<file path="src/cspr_pkg.sv">
package cspr_pkg;
	// Status codes carried as pulse counts on the line.
	localparam logic [4:0] CODE_CHIP_HOT = 5'h01;
	localparam logic [4:0] CODE_BATT_TEMP = 5'h02;
	localparam logic [4:0] CODE_OVER_VOLT = 5'h03;
	localparam logic [4:0] CODE_HIGH_BASE = 5'h0D;
	localparam logic [4:0] CODE_LOW_BASE = 5'h12;
	localparam logic [4:0] CODE_REPORT_ERR = 5'h17;
	// Charge phase encoding on the phase input.
	localparam logic [2:0] PHASE_PRECOND = 3'h0;
	localparam logic [2:0] PHASE_REDUCED = 3'h1;
	localparam logic [2:0] PHASE_CC = 3'h2;
	localparam logic [2:0] PHASE_CV = 3'h3;
	localparam logic [2:0] PHASE_DONE = 3'h4;
	// Timing, clock period in ns.
	localparam int CLK_PERIOD_NS = 50;
	localparam int REQUEST_LOW_TIME_NS = 200;
	// Least time rounds up to whole cycles.
	localparam int REQUEST_LOW_CYCLES = (REQUEST_LOW_TIME_NS + CLK_PERIOD_NS - 1) / CLK_PERIOD_NS;
	localparam int REPORT_DELAY_NS = 10000;
	localparam int PULSE_PERIOD_NS = 4000;
	localparam int PULSE_LOW_NS = 2000;
	localparam int MAX_STROBE_NS = 100000;
	localparam int REPORT_DELAY_CYCLES = REPORT_DELAY_NS / CLK_PERIOD_NS;
	localparam int PULSE_PERIOD_CYCLES = PULSE_PERIOD_NS / CLK_PERIOD_NS;
	localparam int PULSE_LOW_CYCLES = PULSE_LOW_NS / CLK_PERIOD_NS;
	localparam int MAX_STROBE_CYCLES = MAX_STROBE_NS / CLK_PERIOD_NS;
	localparam int TIMER_W = 12;
	// Reply sequencer states.
	typedef enum logic [1:0] {
		CSPR_IDLE = 2'b00,
		CSPR_STROBE = 2'b01,
		CSPR_WAIT = 2'b10,
		CSPR_SEND = 2'b11
	} cspr_state_t;
endpackage

</file>
<file path="src/cspr_reporter.sv">
`timescale 1ns/1ns
// Contract
// (RL1) Line is two-way: host strobes it, device answers with pulses on it.
// (RL2) Each request gets exactly one reply; its pulse count names one status.
// (RL3) Line is active low, pulled up outside; parties only pull low.
// (RL4) Host keeps its strobe shorter than the device's longest pulse time.
// (RL5) Host strobes low at least 200ns then releases to query.
// (RL6) After the strobe's rising edge, wait the report delay then reply.
// (RL7) Reply pulses are spaced at a fixed pulse period.
// (RL8) Codes: 1 chip hot, 2 battery temp, 3 over-voltage, 23 error.
// (RL9) High setting: 13 precondition through 17 end of charge.
// (RL10) Low setting: 18 precondition through 22 end of charge.
// (RL11) Active over-voltage shutdown is reported through the pulse count.
// (RL12) Battery over-temperature halts charging and is reported as code 2.
// (RL13) Delay, period, low width and strobe limit are parameters.
// (RL14) Code is latched at request end; line ignored until burst ends.
module cspr_reporter #(
	parameter int REPORT_DELAY = cspr_pkg::REPORT_DELAY_CYCLES,
	parameter int PULSE_PERIOD = cspr_pkg::PULSE_PERIOD_CYCLES,
	parameter int PULSE_LOW = cspr_pkg::PULSE_LOW_CYCLES,
	parameter int MAX_STROBE = cspr_pkg::MAX_STROBE_CYCLES
) (
	// Clock and reset.
	input wire logic clk_in,
	input wire logic rst_n_in,
	// Status line, open drain.
	input wire logic status_line_in,
	output logic status_line_out,
	output logic status_line_oe_out,
	// Charger conditions.
	input wire logic chip_hot_in,
	input wire logic batt_temp_fault_in,
	input wire logic over_volt_in,
	input wire logic high_rate_setting_in,
	input wire logic [2:0] charge_phase_in,
	// Charge halt on battery temperature fault.
	output logic charge_halt_out
);
	import cspr_pkg::*;

	// Picks the code for the present conditions; faults take priority.
	function automatic logic [4:0] pick_code(input logic hot, input logic bt, input logic ov,
		input logic hi, input logic [2:0] ph);
		logic [4:0] base;
		base = hi ? CODE_HIGH_BASE : CODE_LOW_BASE;
		if (hot) begin
			pick_code = CODE_CHIP_HOT; // [RL8]
		end else if (bt) begin
			pick_code = CODE_BATT_TEMP; // [RL12]
		end else if (ov) begin
			pick_code = CODE_OVER_VOLT; // [RL11]
		end else if (ph <= PHASE_DONE) begin
			pick_code = base + {2'b00, ph}; // [RL9] [RL10]
		end else begin
			pick_code = CODE_REPORT_ERR; // [RL8]
		end
	endfunction

	logic line_sync1;
	logic line_sync2;
	logic line_prev;
	cspr_state_t state;
	cspr_state_t next_state;
	logic [TIMER_W-1:0] timer;
	logic [TIMER_W-1:0] next_timer;
	logic [4:0] code;
	logic [4:0] next_code;
	logic [4:0] sent;
	logic [4:0] next_sent;
	logic drive_low;
	logic next_drive_low;
	logic halt;
	logic next_halt;

	// Two flip-flops guard against a metastable line sample.
	always_ff @(posedge clk_in or negedge rst_n_in) begin
		if (!rst_n_in) begin
			line_sync1 <= 1'b1;
			line_sync2 <= 1'b1;
			line_prev <= 1'b1;
		end else begin
			line_sync1 <= status_line_in;
			line_sync2 <= line_sync1;
			line_prev <= line_sync2;
		end
	end

	// Sequencer next-state logic. Our own pulses are not mistaken for a strobe
	// because the line is only watched in idle and strobe states.
	always_comb begin
		next_state = state;
		next_timer = timer;
		next_code = code;
		next_sent = sent;
		next_drive_low = 1'b0;
		case (state)
			CSPR_IDLE: begin
				next_timer = '0;
				if (!line_sync2 && line_prev) begin
					next_state = CSPR_STROBE;
				end
			end
			CSPR_STROBE: begin
				next_timer = timer + 1'b1;
				if (line_sync2) begin
					// Rising edge ends the request; latch the code now.
					next_code = pick_code(chip_hot_in, batt_temp_fault_in, over_volt_in,
						high_rate_setting_in, charge_phase_in); // [RL14] [RL2]
					next_timer = '0;
					next_sent = '0;
					next_state = CSPR_WAIT; // [RL6]
				end else if (timer >= TIMER_W'(MAX_STROBE)) begin
					// A stuck-low line is not a request; drop it without a reply.
					next_state = CSPR_IDLE; // [RL4]
				end
			end
			CSPR_WAIT: begin
				next_timer = timer + 1'b1;
				if (timer >= TIMER_W'(REPORT_DELAY - 1)) begin
					next_timer = '0;
					next_state = CSPR_SEND; // [RL6] [RL13]
				end
			end
			CSPR_SEND: begin
				next_timer = timer + 1'b1;
				next_drive_low = (timer < TIMER_W'(PULSE_LOW)); // [RL7] [RL1]
				if (timer >= TIMER_W'(PULSE_PERIOD - 1)) begin
					next_timer = '0;
					next_sent = sent + 1'b1;
					if (sent + 1'b1 >= code) begin
						next_state = CSPR_IDLE; // [RL14]
					end
				end
			end
			default: begin
				next_state = CSPR_IDLE;
			end
		endcase
		next_halt = batt_temp_fault_in; // [RL12]
	end

	// Sequencer registers.
	always_ff @(posedge clk_in or negedge rst_n_in) begin
		if (!rst_n_in) begin
			state <= CSPR_IDLE;
			timer <= '0;
			code <= 5'h00;
			sent <= 5'h00;
			drive_low <= 1'b0;
			halt <= 1'b0;
		end else begin
			state <= next_state;
			timer <= next_timer;
			code <= next_code;
			sent <= next_sent;
			drive_low <= next_drive_low;
			halt <= next_halt;
		end
	end

	// Open drain: data is always low, only the enable moves.
	assign status_line_out = 1'b0; // [RL3]
	assign status_line_oe_out = drive_low; // [RL3]
	assign charge_halt_out = halt;
endmodule

</file>
<file path="config.mk">
export PLATFORM = sky130hd
export DESIGN_NAME = cspr_reporter
export DESIGN_NICKNAME = d
export VERILOG_FILES = /design/src/cspr_pkg.sv /design/src/cspr_reporter.sv
export SDC_FILE = /design/constraint.sdc
export NUM_CORES = 1
export LEC_CHECK = 0
export ABC_AREA = 1
export BUFFER_PORTS_ARGS = -buffer_cell sky130_fd_sc_hd__buf_2
export CORE_AREA = 2 2 75 77
export DETAILED_ROUTE_END_ITERATION = 6
export DIE_AREA = 0 0 77 79
export PLACE_DENSITY = 0.48
export SYNTH_ARGS = -nofsm -noshare
export SYNTH_HDL_FRONTEND = slang
export SYNTH_SLANG_ARGS = --single-unit
</file>
<file path="constraint.sdc">
create_clock -name clk_in -period 4.8 [get_ports clk_in]
set_input_delay 0.96 -clock clk_in [delete_from_list [all_inputs] [get_ports clk_in]]
set_output_delay 0.96 -clock clk_in [all_outputs]
set_load 0.005 [all_outputs]
</file>
==> results.md <==
Synth:
- Of all cell types, the one taking the most synthesized area is dfrtp_1.
- The mean instance size in the synthesized netlist is 7.933 um2.
- The synthesized design devotes to its leading area cell type 35.81% of total area.
- Of the total synthesized cell area, the portion taken by full adders, half adders and majority gates is 9.366%.
- The mapped cell area is 1817 um2.
- The share of cell area taken by muxes after synthesis is 0%.
- In the synthesized netlist, the number of instances is around 230.
- The largest family of logic cells by synthesized area is simple AND/OR/NAND/NOR gates.
- The xor and xnor area share after synthesis is 2.410%.
- The synthesized netlist devotes between 30 and 40% of its cell area to simple gates.
- After synthesis, flip-flops and latches occupy 40.15% of the total area.
- In this run, synthesis produced a sequential element count of 29.
- In the post-synthesis netlist, the biggest area contributors are dfrtp_1 (36%), nand2_1 (9.1%), ha_1 (8.3%), inv_1 (7.9%), nor2_1 (5.0%).
- The Yosys step of the flow raised 0 warnings.
- The number of nets produced by synthesis is 252.
- The fraction of the mapped netlist area in compound gates is between 5 and 6%.
- After synthesis, the netlist uses 31 different library cells.

STA:
- At the pin with the least slew margin, the transition time is 0.6532 ns.
- Static timing analysis puts the maximum clock frequency at 489.3 MHz.
- Of the available clock period, the critical path in the final layout requires 42.58%.
- The clock period could shrink to around 2 ns.
- Adding up every negative setup slack in the final design gives 0 ns.
- The headroom to the max-slew limit is 56.45%.
- The clock arrives with 0.008236 ns of skew.
- The number of hold violations in the final report is 0.
- The number of pins with negative max-slew slack in the final report came to 0.
- The number of setup violations in the final report is 0.
- Setup repair after global routing left no endpoint under its margin.
- The final worst-path setup slack is 2.756 ns.

Worst hold path:
- The type of the worst min-delay path is register to register.
- Along the worst hold path, the cell count comes to 0.
- For hold timing, the worst endpoint is line_sync2.
- The launch point of the worst hold path is line_sync1.

Detailed routing:
- The total DRC errors in the routed layout is 0.
- In the routed layout, each cell is associated on average with a via count of 4.230.
- The detail route stage leaves a number of antenna-violating nets equal to 0.
- The post-detailed-route wirelength per cell is 10.36 um.
- The total via count in the routed design is 1345.
- After the first detailed-routing iteration, the DRC count stood at 53.
- After detailed routing, the total wire length is 3294 um.
- The number of detailed-route iterations in the first pass is 4.

Setup path:
- Of all nets on the critical path, the largest fanout is 5.
- The category of the worst setup path capture point is a register.
- The setup slack of the worst register-to-register path is 2.76 ns.
- The depth of the worst register-to-register path is 13.
- On the critical path, the stage with the largest delay is an instance of dfrtp_1.
- The start-to-end type of the worst setup path is register to register.
- The startpoint class of the critical path is a register.
- The largest single stage delay on the critical path is 0.43 ns.
- The launch point of the worst path is sent[0].
- The origin of the critical flop-to-flop path is sent[0].
- At the worst endpoint, the arrival time is ~2.2 ns.
- The destination of the worst register-to-register timing path is state[0].
- Traced cell by cell, the critical path runs through ha_1 > nand3_1 > xor2_1 > inv_1 > ha_1 > nand2_1 > inv_1 > nand2_1 > nor2_1 > nor2_1 > nor2_1 > nand3_2 > nor2b_1.
- STA puts the critical path data required time at roughly 5.0 ns.
- Among the stages of the critical path, the cell type that occurs most often is nor2_1.

Pwr:
- Summed over all cells, the static leakage comes to around 1.1 nW.
- The maximum VDD drop is 211.8 uV.
- Power spread over the standard cell area amounts to 434.0 nW/um2.
- The design draws 0.8824 mW.

Cells and area:
- For this run, the share of the core covered by cells in the final layout is 38.09%.
- The antenna diode count is 0.
- Compared with the post-synthesis result, the final layout area differs by 11.91%.
- Leaving out fill and tap cells, the most frequent cell in the layout is nand2_1.
- The net count of the finished layout is 268.
- In the layout the commonest cells are nand2_1 (44), inv_1 (38), dfrtp_1 (26).
- Leaving out filler cells and counting taps, the final layout contains 318.
- The filler cells instantiated in the layout total 581.
- The multi-input combinational cells in the finished layout cover a total of 887.1 um2.
- The proportion of layout cells with a drive suffix above 1 is between 20 and 25%.
- The total area of sequential cells is 729.5 um2.

Clock tree:
- TritonCTS built the clock tree.
- The clock net in this run drives a total of 29 sinks.
- Buffers added to address setup during post-CTS repair amount to 0.
- The H-tree generated during clock tree synthesis spans 2 levels.
- The largest buffer count on any clock path is 2.
- The number of hold buffers added after cts is 0.
- The clock-pin slew on the worst setup and hold paths is approximately 0.070 ns.
- The insertion delay of the later-clocked pin in the worst-skew pair is between 0.2 and 0.3 ns.
- The number of buffers created by CTS is 5.
- Clock tree synthesis selected as its root buffer the cell clkbuf_8.
- The post-cts sizing count is 0.

Floorplanning:
- After floorplanning, the core was sized to cover about 5300 um2.
- The floorplan row count is 27.
- The total die area is 6083 um2.
- The number of top-level pins is 13.
- The horizontal die dimension is 77 um.
- The effective utilization at floorplan is 34.04%.
- The die is 79 um tall.

Global route:
- The first global-routing pass estimated 5975 um of wire.
- The initial antenna violation count is 0.
- Summed over all layers, the global routing overflow is 0.
- The number of global-route vias before repair came to 1317.
- Entering global routing, the biggest net connects 30 pins.
- The global-route total usage across every layer is 12.43%.

Placement:
- The wire-length estimate of the detail-placed layout is 2545 um.
- After detailed placement, the design holds a cell count of 310.
- The quantity of I/O buffers inserted on ports is 11.
- Routability-driven placement finished with a final weighted congestion of 0.7719.
- The pre-CTS setup slack is 2.497 ns.

Run status:
- The flow ran to the end, and the final reports show no timing, DRC or antenna violations.

Run:
- Max-cap violations in this run came to 0.
==> routing by layer <==
layer	vias up	wire, um	track usage, %	share of wire (%)
met4	0	64	5.357	1.9
met5	-	0	0	0
met1	587	1752	16.76	53
met2	18	1382	19.04	42
li1	734	-	-	-
met3	6	94	3.068	2.9
==> report_power, final <==
| group | switching (mW) | internal [mW] | leakage (nW) |
|---|---|---|---|
| clock | 0.0977 | 0.0998 | 0.0439 |
| sequential | 0.0408 | 0.296 | 0.376 |
| combinational | 0.219 | 0.129 | 0.670 |
==> synth_stat cells (all sizes together) <==
cell,count
o22ai,1
ha,12
dfstp,3
inv,48
nand3b,1
nor2b,1
a21oi,4
o21ai,14
dfrtp,26
nand4,3
xor2,4
nor4,2
fa,1
buf,2
or2,2
nor3,4
xnor2,1
conb,1
o22a,1
nand3,22
nand2,50
nor2,26
==> area by class of cell <==
class / count / area share (%)
Clock inverter: 3 / 0.8615
Multi-Input combinational cell: 150 / 43.63
Timing Repair Buffer: 11 / 2.708
Clock buffer: 5 / 3.385
Tap cell: 72 / 4.431
Sequential cell: 29 / 35.88
Inverter: 48 / 9.108
==> worst max-delay path, delay by kind of cell, from the launching register on <==
family        cells  cell delay, ns
fa+ha+maj         2            0.52
flops             1            0.43
simple gates      8            0.69
xor+xnor          1            0.18
buf+inv           2            0.13
==> through the flow <==
step / hold slack [ns] / instance area, um2
2_1_floorplan: 0.3452 / 1817
5_1_grt: 0.3657 / 2033
4_1_cts: 0.3599 / 2033
6_report: 0.3591 / 2033
3_5_place_dp: 0.3490 / 1947
3_3_place_gp: 0.3479 / 1947
==> how the worst max path moves through the flow <==
stage	end	slack (ns)	cells past startpoint
floorplan	code[4]	2.70	7
global placement	code[4]	2.51	8
detailed placement	code[4]	2.50	8
CTS	state[0]	2.73	13
global route	state[0]	2.53	13
finish	state[0]	2.76	13
==> registers in the layout (all words and copies together) (netlist names), named ones only <==
name,flops
timer,12
code,5
sent,5
charge_halt_out,1
line_prev,1
line_sync1,1
line_sync2,1
state,1
status_line_oe_out,1
==> kinds of logic after synthesis <==
family	count (synthesis)
XOR/XNOR	5
AO/OA/AOI/OAI	20
other	1
buffers and inverters	50
AND/OR/NAND/NOR	111
flip-flops	29
adder cells (fa/ha/maj)	13
(Power assumes the default switching activity.)
